==> src/smse_defs.svh <==
// Constants for the management-mode entry and state-save block
`ifndef SMSE_DEFS_SVH
`define SMSE_DEFS_SVH

// ----------------------------------------------------------------------------
// Configuration control register 1 bit positions
// ----------------------------------------------------------------------------
`define SMSE_CONFIG_CONTROL_REG1_USE_BIT 1
`define SMSE_CONFIG_CONTROL_REG1_NACC_BIT 2
`define SMSE_CONFIG_CONTROL_REG1_SPACE_BIT 7

// ----------------------------------------------------------------------------
// Region range size field
// ----------------------------------------------------------------------------
`define SMSE_SIZE_OFF 4'h0
`define SMSE_SIZE_4G 4'hf
`define SMSE_SIZE_SHIFT_BASE 6'd11
`define SMSE_BYTES_4G 33'h1_0000_0000
`define SMSE_CS_LIMIT 32'hffff_ffff

// ----------------------------------------------------------------------------
// Header pointer register
// ----------------------------------------------------------------------------
`define SMSE_PTR_VALID_BIT 0
`define SMSE_PTR_RES_BIT 1
`define SMSE_PTR_RESET 32'h0000_0000

// ----------------------------------------------------------------------------
// Header word indices, counted downward from the header pointer
// ----------------------------------------------------------------------------
`define SMSE_HDR_DR7 4'h0
`define SMSE_HDR_EXTENDED_FLAGS_REG 4'h1
`define SMSE_HDR_CR0 4'h2
`define SMSE_HDR_CUR_IP 4'h3
`define SMSE_HDR_NEXT_IP 4'h4
`define SMSE_HDR_CS_SEL 4'h5
`define SMSE_HDR_CS_DESC_LO 4'h6
`define SMSE_HDR_CS_DESC_HI 4'h7
`define SMSE_HDR_FLAGS 4'h8
`define SMSE_HDR_IO_PORT 4'h9
`define SMSE_HDR_IO_DATA 4'ha
`define SMSE_HDR_STR_INDEX 4'hb
`define SMSE_HDR_LAST 4'hb

// ----------------------------------------------------------------------------
// Flags word and I/O word field positions
// ----------------------------------------------------------------------------
`define SMSE_FLAG_N 0
`define SMSE_FLAG_IS 1
`define SMSE_FLAG_H 2
`define SMSE_FLAG_S 3
`define SMSE_FLAG_P 4
`define SMSE_FLAG_I 5
`define SMSE_FLAG_C 6
`define SMSE_FLAG_CPL 8
`define SMSE_IO_SIZE_POS 16

// ----------------------------------------------------------------------------
// I/O size codes
// ----------------------------------------------------------------------------
`define SMSE_IO_CODE_BYTE 8'h01
`define SMSE_IO_CODE_WORD 8'h03
`define SMSE_IO_CODE_DWORD 8'h0f

`endif

==> src/smse_pkg.sv <==
// Types shared by the management-mode entry and state-save block
package smse_pkg;

    typedef enum logic [1:0] {
        smse_io_byte,
        smse_io_word,
        smse_io_dword
    } smse_io_size_t;

    typedef struct packed {
        logic [31:0] debug_control_reg7;
        logic [31:0] extended_flags_reg;
        logic [31:0] control_reg0;
        logic [31:0] cur_ip;
        logic [31:0] next_ip;
        logic [15:0] cs_selector;
        logic [63:0] cs_descriptor;
        logic [1:0] privilege_level_field;
        logic halted;
        logic cs_writable;
    } smse_cpu_state_t;

    typedef struct packed {
        logic valid;
        logic rep;
        logic write;
        smse_io_size_t size;
        logic [15:0] port;
        logic [31:0] data;
        logic [31:0] string_index_reg;
    } smse_io_trap_t;

endpackage

==> src/smse_edge_sync.sv <==
// Two-stage synchroniser with falling-edge detect for the request pin
`timescale 1ns/100ps
`default_nettype none
module smse_edge_sync (
    // Clock and reset
    input wire logic clock,
    input wire logic reset,
    // Pin and event
    input wire logic pin_n,
    output logic fall_pulse
);
    logic meta_q;
    logic sync_q;
    logic prev_q;

    always_ff @(posedge clock or posedge reset) begin
        if (reset) begin
            meta_q <= 1'b1;
            sync_q <= 1'b1;
        end else begin
            meta_q <= pin_n;
            sync_q <= meta_q;
        end
    end

    always_ff @(posedge clock or posedge reset) begin
        if (reset) begin
            prev_q <= 1'b1;
        end else begin
            prev_q <= sync_q;
        end
    end

    assign fall_pulse = prev_q & ~sync_q;
endmodule
`default_nettype wire

==> src/smse_entry_save.sv <==
// Management-mode entry, header pointer and saved-state header writer
// ----------------------------------------------------------------------------
// ----------------------------------------------------------------------------
`timescale 1ns/100ps
`default_nettype none
`include "smse_defs.svh"
module smse_entry_save
    import smse_pkg::*;
(
    // Clock and reset
    input wire logic clock,
    input wire logic reset,
    // Entry requests
    input wire logic mgmt_request_pin_n,
    input wire logic soft_mgmt_entry_op,
    input wire logic insn_boundary,
    input wire logic internal_request,
    // Configuration
    input wire logic [7:0] config_control_reg1,
    input wire logic [19:0] mgmt_region_base,
    input wire logic [3:0] mgmt_region_size,
    input wire logic region_range_wr,
    // Processor state at the boundary
    input wire smse_cpu_state_t cpu_state,
    input wire smse_io_trap_t io_trap,
    // Header pointer and resume ops
    input wire logic read_header_ptr_op,
    input wire logic write_header_ptr_op,
    input wire logic [31:0] header_ptr_wr_data,
    output logic [31:0] header_ptr_rd_data,
    input wire logic resume_op,
    output logic [31:0] resume_ip,
    output logic resume_done,
    output logic invalid_opcode,
    // Header memory port
    output logic mem_req,
    output logic mem_we,
    output logic [31:0] mem_addr,
    output logic [31:0] mem_wdata,
    input wire logic mem_ack,
    input wire logic [31:0] mem_rdata,
    // Mode outputs
    output logic entry_taken,
    output logic entry_busy,
    output logic mgmt_pending,
    output logic smm_active,
    output logic state_reset,
    output logic fetch_start,
    output logic [31:0] fetch_addr,
    output logic [31:0] cs_base,
    output logic [31:0] cs_limit,
    output logic real_mode,
    output logic addr20_unmask,
    output logic region_defined,
    output logic region_access_ok
);
    typedef enum logic [2:0] {
        smse_st_idle,
        smse_st_ptr,
        smse_st_save,
        smse_st_launch,
        smse_st_rd_ip,
        smse_st_rd_flags
    } smse_state_t;

    smse_state_t state_q;
    smse_cpu_state_t snap_q;
    smse_io_trap_t io_q;
    logic [31:0] ptr_q;
    logic [31:0] ptr_calc;
    logic [32:0] region_bytes;
    logic [3:0] idx_q;
    logic pin_fall;
    logic pin_pend_q;
    logic soft_q;
    logic is_q;
    logic nested_q;
    logic smm_q;
    logic use_ok;
    logic pin_ok;
    logic soft_ok;
    logic priv_ok;
    logic accept;
    logic take_pin;
    logic ptr_load;
    logic ptr_wr;
    logic resume_go;
    logic [31:0] addr_q;
    logic [31:0] wdata_q;
    logic [31:0] resume_ip_q;
    logic resume_done_q;
    logic invalid_q;
    logic [31:0] rd_data_q;

    // ------------------------------------------------------------------------
    // Recognition and priority
    // ------------------------------------------------------------------------
    smse_edge_sync u_pin_sync (
        .clock(clock),
        .reset(reset),
        .pin_n(mgmt_request_pin_n),
        .fall_pulse(pin_fall)
    );

    assign use_ok = config_control_reg1[`SMSE_CONFIG_CONTROL_REG1_USE_BIT] & config_control_reg1[`SMSE_CONFIG_CONTROL_REG1_SPACE_BIT]
        & (mgmt_region_size != `SMSE_SIZE_OFF);
    assign pin_ok = use_ok & ~config_control_reg1[`SMSE_CONFIG_CONTROL_REG1_NACC_BIT];
    assign soft_ok = use_ok & config_control_reg1[`SMSE_CONFIG_CONTROL_REG1_NACC_BIT];
    assign priv_ok = use_ok & (cpu_state.privilege_level_field == 2'b00)
        & (config_control_reg1[`SMSE_CONFIG_CONTROL_REG1_NACC_BIT] | smm_q);
    assign take_pin = pin_pend_q;
    assign accept = (state_q == smse_st_idle) & insn_boundary
        & (take_pin | (soft_mgmt_entry_op & soft_ok));
    assign resume_go = (state_q == smse_st_idle) & ~accept & resume_op & priv_ok & smm_q;
    assign ptr_load = (state_q == smse_st_ptr) & ~ptr_q[`SMSE_PTR_VALID_BIT];
    assign ptr_wr = (state_q == smse_st_idle) & write_header_ptr_op & priv_ok;

    // Pending pin edge; a new edge wins over the clear on acceptance
    always_ff @(posedge clock or posedge reset) begin
        if (reset) begin
            pin_pend_q <= 1'b0;
        end else if (pin_fall & pin_ok) begin
            pin_pend_q <= 1'b1;
        end else if (accept & take_pin) begin
            pin_pend_q <= 1'b0;
        end
    end

    // ------------------------------------------------------------------------
    // Entry snapshot and cause flags
    // ------------------------------------------------------------------------
    always_ff @(posedge clock or posedge reset) begin
        if (reset) begin
            snap_q <= '0;
            io_q <= '0;
            soft_q <= 1'b0;
            is_q <= 1'b0;
            nested_q <= 1'b0;
        end else if (accept) begin
            snap_q <= cpu_state;
            io_q <= io_trap;
            soft_q <= ~take_pin;
            is_q <= take_pin ? internal_request : 1'b1;
            nested_q <= smm_q;
        end
    end

    // ------------------------------------------------------------------------
    // Header pointer register
    // ------------------------------------------------------------------------
    assign region_bytes = (mgmt_region_size == `SMSE_SIZE_4G) ? `SMSE_BYTES_4G
        : (33'h1 << (`SMSE_SIZE_SHIFT_BASE + {2'b00, mgmt_region_size}));
    assign ptr_calc = 32'({1'b0, mgmt_region_base, 12'h000} + region_bytes);

    always_ff @(posedge clock or posedge reset) begin
        if (reset) begin
            ptr_q <= `SMSE_PTR_RESET;
        end else if (ptr_load) begin
            ptr_q <= {ptr_calc[31:2], 2'b01};
        end else if (ptr_wr) begin
            ptr_q <= {header_ptr_wr_data[31:2], 1'b0, header_ptr_wr_data[0]};
        end else if (region_range_wr) begin
            ptr_q[`SMSE_PTR_VALID_BIT] <= 1'b0;
        end
    end

    always_ff @(posedge clock or posedge reset) begin
        if (reset) begin
            rd_data_q <= '0;
            invalid_q <= 1'b0;
        end else begin
            if ((state_q == smse_st_idle) & read_header_ptr_op & priv_ok) begin
                rd_data_q <= ptr_q;
            end
            invalid_q <= (read_header_ptr_op & ~priv_ok) | (write_header_ptr_op & ~priv_ok)
                | (resume_op & ~(priv_ok & smm_q)) | (soft_mgmt_entry_op & ~soft_ok);
        end
    end

    // ------------------------------------------------------------------------
    // Header word contents
    // ------------------------------------------------------------------------
    function automatic logic [7:0] io_code(input smse_io_size_t sz);
        unique case (sz)
            smse_io_byte: io_code = `SMSE_IO_CODE_BYTE;
            smse_io_word: io_code = `SMSE_IO_CODE_WORD;
            default: io_code = `SMSE_IO_CODE_DWORD;
        endcase
    endfunction

    function automatic logic [31:0] hdr_addr(input logic [31:0] ptr, input logic [3:0] idx);
        hdr_addr = {ptr[31:2], 2'b00} - {26'h0, idx + 4'h1, 2'b00};
    endfunction

    function automatic logic [31:0] hdr_word(input logic [3:0] idx);
        logic [31:0] w;
        w = '0;
        unique case (idx)
            `SMSE_HDR_DR7: w = snap_q.debug_control_reg7;
            `SMSE_HDR_EXTENDED_FLAGS_REG: w = snap_q.extended_flags_reg;
            `SMSE_HDR_CR0: w = snap_q.control_reg0;
            `SMSE_HDR_CUR_IP: w = snap_q.cur_ip;
            `SMSE_HDR_NEXT_IP: w = (io_q.valid & io_q.rep) ? snap_q.cur_ip : snap_q.next_ip;
            `SMSE_HDR_CS_SEL: w = {16'h0000, snap_q.cs_selector};
            `SMSE_HDR_CS_DESC_LO: w = snap_q.cs_descriptor[31:0];
            `SMSE_HDR_CS_DESC_HI: w = snap_q.cs_descriptor[63:32];
            `SMSE_HDR_FLAGS: begin
                w[`SMSE_FLAG_N] = nested_q;
                w[`SMSE_FLAG_IS] = is_q;
                w[`SMSE_FLAG_H] = snap_q.halted;
                w[`SMSE_FLAG_S] = soft_q;
                w[`SMSE_FLAG_P] = io_q.valid & io_q.rep;
                w[`SMSE_FLAG_I] = io_q.valid & io_q.write;
                w[`SMSE_FLAG_C] = snap_q.cs_writable;
                w[`SMSE_FLAG_CPL +: 2] = snap_q.privilege_level_field;
            end
            `SMSE_HDR_IO_PORT: begin
                if (io_q.valid) begin
                    w = {8'h00, io_code(io_q.size), io_q.port};
                end
            end
            `SMSE_HDR_IO_DATA: w = io_q.valid ? io_q.data : 32'h0;
            `SMSE_HDR_STR_INDEX: w = io_q.string_index_reg;
            default: w = '0;
        endcase
        hdr_word = w;
    endfunction

    // ------------------------------------------------------------------------
    // Sequencer
    // ------------------------------------------------------------------------
    always_ff @(posedge clock or posedge reset) begin
        if (reset) begin
            state_q <= smse_st_idle;
            idx_q <= '0;
        end else begin
            unique case (state_q)
                smse_st_idle: begin
                    if (accept) begin
                        state_q <= smse_st_ptr;
                    end else if (resume_go) begin
                        state_q <= smse_st_rd_ip;
                    end
                end
                smse_st_ptr: begin
                    state_q <= smse_st_save;
                    idx_q <= '0;
                end
                smse_st_save: begin
                    if (mem_ack) begin
                        if (idx_q == `SMSE_HDR_LAST) begin
                            state_q <= smse_st_launch;
                        end else begin
                            idx_q <= idx_q + 4'h1;
                        end
                    end
                end
                smse_st_launch: state_q <= smse_st_idle;
                smse_st_rd_ip: begin
                    if (mem_ack) begin
                        state_q <= smse_st_rd_flags;
                    end
                end
                smse_st_rd_flags: begin
                    if (mem_ack) begin
                        state_q <= smse_st_idle;
                    end
                end
            endcase
        end
    end

    // Memory address and data registers
    always_ff @(posedge clock or posedge reset) begin
        if (reset) begin
            addr_q <= '0;
            wdata_q <= '0;
        end else if (state_q == smse_st_ptr) begin
            addr_q <= hdr_addr(ptr_load ? {ptr_calc[31:2], 2'b01} : ptr_q, `SMSE_HDR_DR7);
            wdata_q <= hdr_word(`SMSE_HDR_DR7);
        end else if ((state_q == smse_st_save) & mem_ack & (idx_q != `SMSE_HDR_LAST)) begin
            addr_q <= hdr_addr(ptr_q, idx_q + 4'h1);
            wdata_q <= hdr_word(idx_q + 4'h1);
        end else if (resume_go) begin
            addr_q <= hdr_addr(ptr_q, `SMSE_HDR_NEXT_IP);
        end else if ((state_q == smse_st_rd_ip) & mem_ack) begin
            addr_q <= hdr_addr(ptr_q, `SMSE_HDR_FLAGS);
        end
    end

    // Mode, resume pointer and resume completion
    always_ff @(posedge clock or posedge reset) begin
        if (reset) begin
            smm_q <= 1'b0;
            resume_ip_q <= '0;
            resume_done_q <= 1'b0;
        end else begin
            resume_done_q <= (state_q == smse_st_rd_flags) & mem_ack;
            if (state_q == smse_st_launch) begin
                smm_q <= 1'b1;
            end else if ((state_q == smse_st_rd_flags) & mem_ack) begin
                smm_q <= mem_rdata[`SMSE_FLAG_N];
            end
            if ((state_q == smse_st_rd_ip) & mem_ack) begin
                resume_ip_q <= mem_rdata;
            end
        end
    end

    // ------------------------------------------------------------------------
    // Outputs
    // ------------------------------------------------------------------------
    assign mem_req = (state_q == smse_st_save) | (state_q == smse_st_rd_ip) | (state_q == smse_st_rd_flags);
    assign mem_we = (state_q == smse_st_save);
    assign mem_addr = addr_q;
    assign mem_wdata = wdata_q;
    assign header_ptr_rd_data = rd_data_q;
    assign invalid_opcode = invalid_q;
    assign resume_ip = resume_ip_q;
    assign resume_done = resume_done_q;
    assign entry_taken = accept;
    assign entry_busy = (state_q != smse_st_idle);
    assign mgmt_pending = pin_pend_q | entry_busy;
    assign smm_active = smm_q;
    assign state_reset = (state_q == smse_st_launch);
    assign fetch_start = (state_q == smse_st_launch);
    assign fetch_addr = {mgmt_region_base, 12'h000};
    assign cs_base = {mgmt_region_base, 12'h000};
    assign cs_limit = `SMSE_CS_LIMIT;
    assign real_mode = (state_q == smse_st_launch);
    assign addr20_unmask = smm_q | entry_busy;
    assign region_defined = use_ok;
    assign region_access_ok = use_ok & (smm_q | entry_busy | config_control_reg1[`SMSE_CONFIG_CONTROL_REG1_NACC_BIT]);
endmodule
`default_nettype wire

==> config.mk <==
export PLATFORM = sky130hd
export DESIGN_NAME = smse_entry_save
export DESIGN_NICKNAME = d
export VERILOG_FILES = /design/src/smse_pkg.sv /design/src/smse_edge_sync.sv /design/src/smse_entry_save.sv
export VERILOG_INCLUDE_DIRS = /design/src
export SDC_FILE = /design/constraint.sdc
export NUM_CORES = 1
export LEC_CHECK = 0
export BUFFER_PORTS_ARGS = -buffer_cell sky130_fd_sc_hd__buf_4
export CAP_MARGIN = 0
export CORE_AREA = 3 3 259 261
export DETAILED_ROUTE_END_ITERATION = 12
export DIE_AREA = 0 0 262 264
export HOLD_SLACK_MARGIN = 0.05
export SYNTH_ARGS = -nofsm -noshare
export SYNTH_HDL_FRONTEND = slang
export SYNTH_HIERARCHICAL = 1
export SYNTH_SLANG_ARGS = --single-unit
==> constraint.sdc <==
create_clock -name clock -period 31.2 [get_ports clock]
set_input_delay 0 -clock clock [delete_from_list [all_inputs] [get_ports clock]]
set_output_delay 0 -clock clock [all_outputs]
set_load 0.05 [all_outputs]
# After elaboration in Yosys (flattened, before gate mapping)
# Cells that the tools add are included.
dict set report word_totals {
  ram_bits 0
  inputBits 436
  ff_bits 506
  output_inout_bits 238
  mem_bits_ro 0
  elab_cells 171
  memories 0
  latchBits 0
}
dict set report op_classes {
  addsub 8
  multipliers 0
  bitwise 51
  n_eq_ne 26
  n_div 0
  order_cmp 0
  n_reduce_logical 15
  shift 1
  n_mux 35
}
# operator count
set op_table {}
lappend op_table {{32-bit two-way mux} 11}
lappend op_table {{22-bit one-hot mux with 11 select lines} 1}
lappend op_table {{7-bit one-hot mux with 12 select lines} 1}
lappend op_table {{1-bit bitwise AND} 33}
lappend op_table {{32-bit adder} 1}
lappend op_table {{1-bit by 5-bit << shifter with 32-bit output, first input constant} 1}
lappend op_table {{32-bit by 3-bit subtractor with 32-bit output, second input constant} 1}
lappend op_table {{32-bit by 5-bit subtractor with 32-bit output, second input constant} 1}
lappend op_table {{32-bit by 6-bit subtractor with 32-bit output} 1}
lappend op_table {{32-bit by 6-bit subtractor with 32-bit output, second input constant} 1}
lappend op_table {{31-bit two-way mux} 1}
lappend op_table {{4-bit equality test, second input constant} 6}
lappend op_table {{24-bit two-way mux} 1}
lappend op_table {{2-bit one-hot mux with 12 select lines} 1}
lappend op_table {{3-bit two-way mux} 6}
lappend op_table {{3-bit one-hot mux with 6 select lines} 1}
lappend op_table {{4-bit by 3-bit equality test with 1-bit output, second input constant} 4}
lappend op_table {{4-bit one-hot mux with 2 select lines} 2}
lappend op_table {{1-bit one-hot mux with 11 select lines} 1}
lappend op_table {{1-bit bitwise OR} 10}
lappend op_table {{2-bit nonzero test} 5}
lappend op_table {{4-bit by 1-bit adder with 4-bit output, second input constant} 2}
lappend op_table {{4-bit by 2-bit equality test with 1-bit output, second input constant} 2}
lappend op_table {{4-bit two-way mux} 2}
lappend op_table {{other kinds (19)} 40}

# Logic depth before layout (Yosys ltp)
dict set report depth {
  depth_word 14
  depth_mapped 19
  depth_no_buf 16
}

# Modules after synthesis
# The synthesis kept the hierarchy.
# module area_per_inst_um2 instances cells_each seq_area_each_um2
set by_module_without_submodules {}
lappend by_module_without_submodules {smse_entry_save 24847.6 1 2882 12487.0}
lappend by_module_without_submodules {smse_edge_sync 96.3 1 5 78.8}

# Worst setup path before layout
# OpenSTA, ideal clock, no wires.
dict set report synth_timing {
  path_kind {register to register}
  start {register state_q[2]}
  end {register addr_q[26] (netlist: mem_addr[26])}
  setup_time_ps 78
  slack_ps 26574
  period_less_slack_ps 4626
  n_path_buf 1
  t_arrival_ps 4549
  required_ps 31122
  path_stages_with_launch 15
  cell_sequence {dfrtp_1 -> clkbuf_1 -> nor3_1 -> and3_1 -> a21boi_0 -> ha_1 -> nor2b_1 -> o21ai_0 -> nand4b_1 -> nor4_1 -> nand2_1 -> nor4_1 -> xor2_1 -> o22ai_1 -> a21oi_1}
}
dict set report synth_via {
  elab_cells_between_ends 21
  cone_classes {add/sub (1); eq/ne (3); mux (4); bitwise (11); reduce/logical (2)}
}
# element line
set synth_rtl {}
lappend synth_rtl {{start: declaration} smse_entry_save.sv:66} ;# smse_state_t state_q;
lappend synth_rtl {{start signal: assignment} smse_entry_save.sv:234} ;# state_q <= smse_st_idle;
lappend synth_rtl {{start signal: assignment} smse_entry_save.sv:240} ;# state_q <= smse_st_ptr;
lappend synth_rtl {{start signal: assignment} smse_entry_save.sv:242} ;# state_q <= smse_st_rd_ip;
lappend synth_rtl {{3-bit by 2-bit equality test with 1-bit output (*)} -}
lappend synth_rtl {{via mem_we} smse_entry_save.sv:37} ;# output logic mem_we,
lappend synth_rtl {{1-bit bitwise AND (*) (2 in series)} smse_entry_save.sv:281} ;# end else if ((state_q == smse_st_save) & mem_ack & (idx_q != `SMSE_HDR_LAST)) begin
lappend synth_rtl {{32-bit two-way mux} smse_entry_save.sv:281}
lappend synth_rtl {{32-bit two-way mux} smse_entry_save.sv:278} ;# end else if (state_q == smse_st_ptr) begin
lappend synth_rtl {{end signal: assignment} smse_entry_save.sv:279} ;# addr_q <= hdr_addr(ptr_load ? {ptr_calc[31:2], 2'b01} : ptr_q, `SMSE_HDR_DR7);
lappend synth_rtl {{end signal: assignment} smse_entry_save.sv:282} ;# addr_q <= hdr_addr(ptr_q, idx_q + 4'h1);
lappend synth_rtl {{end signal: assignment} smse_entry_save.sv:285} ;# addr_q <= hdr_addr(ptr_q, `SMSE_HDR_NEXT_IP);
lappend synth_rtl {{end: declaration} smse_entry_save.sv:88} ;# logic [31:0] addr_q;
# Mark *: on every way through the listed nets, which the timed path passes. The rest lies on a longest branch.
# A chain may end at the register's enable or synchronous reset.

# Worst setup path after layout
dict set report layout_timing {
  start {register state_q[2]}
  end {output entry_taken}
}
dict set report layout_via {
  elab_chain_cells 3
}
# element line
set layout_rtl {}
lappend layout_rtl {{3-bit logical NOT} smse_entry_save.sv:112} ;# assign accept = (state_q == smse_st_idle) & insn_boundary
lappend layout_rtl {{1-bit bitwise AND} smse_entry_save.sv:112}
lappend layout_rtl {{1-bit bitwise AND} smse_entry_save.sv:113} ;# & (take_pin | (soft_mgmt_entry_op & soft_ok));
lappend layout_rtl {{end: declaration} smse_entry_save.sv:43} ;# output logic entry_taken,
# Every way passes these cells.

==> results_dict.tcl <==
set metrics [dict create \
    crit_required_ns 31.20 \
    crit_path_end_kind "primary output" \
    synthFlopType "dfrtp_1" \
    period_share_pct 17.2 \
    clock_latency_ns 0.63 \
    wl_per_cell_microns 20.7 \
    share_seq_of_total_power_pct 36.3 \
    cts_tree "done" \
    r2r_start "state_q[2]" \
    htreeDepth 2 \
    die_y_microns 264 \
    power_frac_comb_pct 41.0 \
    outcome "complete, no violations" \
    worst-setup-path-type "reg2out" \
    setup_viol 0 \
    min_period_ns 5.36 \
    max_freq_mhz 187 \
    path_clk_slew_ns 0.06 \
    powerDensity_nw_per_um2 88.9 \
    synth_edf_count 0 \
    ys_seq_area_share_pct 50.4 \
    timing.final.ws_setup_ns 25.84 \
    avgViaCountPerCell 5.16 \
    rsz0062_at_grt "no" \
    final_area_sq_um 36000 \
    syn_inst 2887 \
    syn_area_sq_um 24900 \
    pin_count 674 \
    dp_hpwl_microns 66600 \
    p_sw_share_pct 42.0 \
    dieArea_sq_um 69200 \
    finalClockSkew_ns 0.0281 \
    maxSlewViolCount 0 \
    rows 93 \
    antenna_found_initial 19 \
    p_leak_nw 17.8 \
    synth_area_leader_cell "dfrtp_1" \
    tightest_slew_ns 1.16 \
    core_area_sq_um 64700 \
    synth_top_area_share_pct 50.1 \
    initial_utilization_pct 38.6 \
    root_buffer "clkbuf_16" \
    synth.distinct_cells 73 \
    final_antenna_net_count 0 \
    die_w_microns 262 \
    r2r_slack_ns 26.25 \
    dp.cells 4168 \
    track_usage_pct 27.3 \
    synthTopCellsByArea "dfrtp_1 (50%), nand2_1 (18%), buf_4 (3.1%)" \
    pwr-share-clk_pct 22.7 \
    drive_above_1_share_pct 21.4 \
    numCtsBuffers 57 \
    drt_iter0_markers 2005 \
    fin_cells 4712 \
    portBuffers 608 \
    overflow 0 \
    syn2layout_area_growth_pct 44.4 \
    hp-class "in2async" \
    critical_path.startpoint_type "flip-flop" \
    cts_resized 0 \
    avgSynthCellArea_sq_um 8.64 \
    synth_seq_cells 502 \
    drt_wl_total_microns 97500 \
    cts_num_sinks 502 \
    ys_warn_count 6 \
    tns_ns 0 \
    finalHoldViolCount 0 \
    place_area_sq_um 29700 \
    post-route-util_pct 55.7 \
    ff2ff_path_depth 16 \
    switchingPower_w 0.00134 \
    first_global_vias 24100 \
    final_nets 4265 \
    clock_path_buffers 3 \
    crit_fanout 174 \
    max_cap_viol_count 0 \
    cp.arrival_ns 5.36 \
    grt_pass1_wl_microns 145000 \
    firstDrtPassIters 7 \
    worst_ir_drop_vdd_v 0.0000479 \
    gp_congestion 0.882 \
    cell_internal_pwr_w 0.00186 \
    grt_max_degree 175 \
    drc 0 \
    slew_headroom_pct 22.5 \
    async_reset_ff_share_pct 100 \
    num_vias 24300 \
    r2r_end "mem_addr[26]" \
    pre_cts_ws_ns 26.34 \
]
placed cells by master (no fill, tap or decap), drive strengths merged, types with 18 or more instances in the layout:
master / n
conb: 61
xnor2: 35
buf: 641
nor3: 28
nor2: 97
o21ai: 86
ha: 31
a22oi: 62
dlygate4sd3: 424
a21oi: 107
nand4: 18
a31oi: 39
nand3: 30
nand2: 1169
mux2i: 18
inv: 32
mux2: 60
dfrtp: 499
clkbuf: 79
a222oi: 43
o22ai: 20
xor2: 29
worst max path at each step:
stage | cells past startpoint | end | slack (ns) | start
3_5_place_dp | 16 | mem_addr[26] | 26.34 | state_q[2]
3_3_place_gp | 16 | mem_addr[26] | 26.32 | state_q[2]
4_1_cts | 7 | entry_taken | 25.83 | state_q[2]
2_1_floorplan | 1 | header_ptr_rd_data[0] | 17.27 | reset
6_report | 7 | entry_taken | 25.84 | state_q[2]
5_1_grt | 7 | entry_taken | 25.53 | state_q[2]
metal layers:
layer	wire length, microns	vias to the layer above	global-route usage, %
li1	-	11400	-
met1	39900	11800	35.7
met2	47100	967	45.0
met3	6600	178	4.72
met4	3810	6	10.6
met5	34	-	0
area by class of cell:
class	count	area, sq um
Multi-Input combinational cell	2140	11100
Inverter	30	128
Timing Repair Buffer	1065	9070
Fill cell	5755	28700
Antenna cell	14	35.0
Clock buffer	79	1580
Clock inverter	27	449
Sequential cell	502	12600
Tap cell	855	1070
logic make-up after synthesis:
| group | after synthesis | share of synthesized area [%] |
|---|---|---|
| adder cells (fa/ha/maj) | 33 | 1.72 |
| flip-flops | 502 | 50.4 |
| AO/OA/AOI/OAI | 464 | 12.6 |
| XOR/XNOR | 64 | 2.25 |
| buffers and inverters | 304 | 6.18 |
| AND/OR/NAND/NOR | 1440 | 23.4 |
| multiplexers | 78 | 3.43 |
| other | 2 | 0.0301 |
synth_stat cells, types with 30 or more instances:
cell,n
a31oi_1,39
clkbuf_1,161
a21oi_1,107
mux2_2,60
a222oi_1,43
o21ai_0,85
dfrtp_1,499
buf_4,102
ha_1,31
a22oi_1,61
nor2_1,97
nand3_1,30
nand2_1,1169
xnor2_1,35
flip-flops by register name, indices dropped and copies added, names as in the netlist, 3 cells and up:
| signal | count |
|---|---|
| snap_q | 244 |
| io_q | 85 |
| mem_wdata | 32 |
| resume_ip | 32 |
| header_ptr_rd_data | 31 |
| ptr_q | 31 |
| mem_addr | 30 |
| idx_q | 4 |
| state_q | 3 |
worst max-delay path, stage by stage (launching register included):
cell,delay (ns)
dfrtp_1,0.54
nor3_1,0.67
nand2_1,0.18
o21bai_4,0.43
inv_8,0.69
buf_4,0.88
buf_4,0.72
buf_4,0.32
power groups by stage:
stage / logic [W] / registers [W] / clock network (W)
after floorplan: 0.000647 / 0.00133 / 0
after detailed placement: 0.00124 / 0.00116 / 0
after global routing: 0.00143 / 0.00119 / 0.000770
after CTS: 0.00131 / 0.00115 / 0.000744
after global placement: 0.00123 / 0.00116 / 0
final: 0.00131 / 0.00116 / 0.000728
stage by stage:
stage | hold WS, ns | total power, W
floorplan | -0.0667 | 0.00197
global placement | 0.102 | 0.00238
detailed placement | 0.105 | 0.00240
CTS | 0.0501 | 0.00321
global route | 0.0926 | 0.00339
finish | 0.0309 | 0.00320
repair_timing:
action                    in CTS  in global routing
hold buffers                 424                  0
setup buffers                  0                  0
hold endpoints to repair     497                  0
No activity file was read; power rests on OpenSTA's default activity.
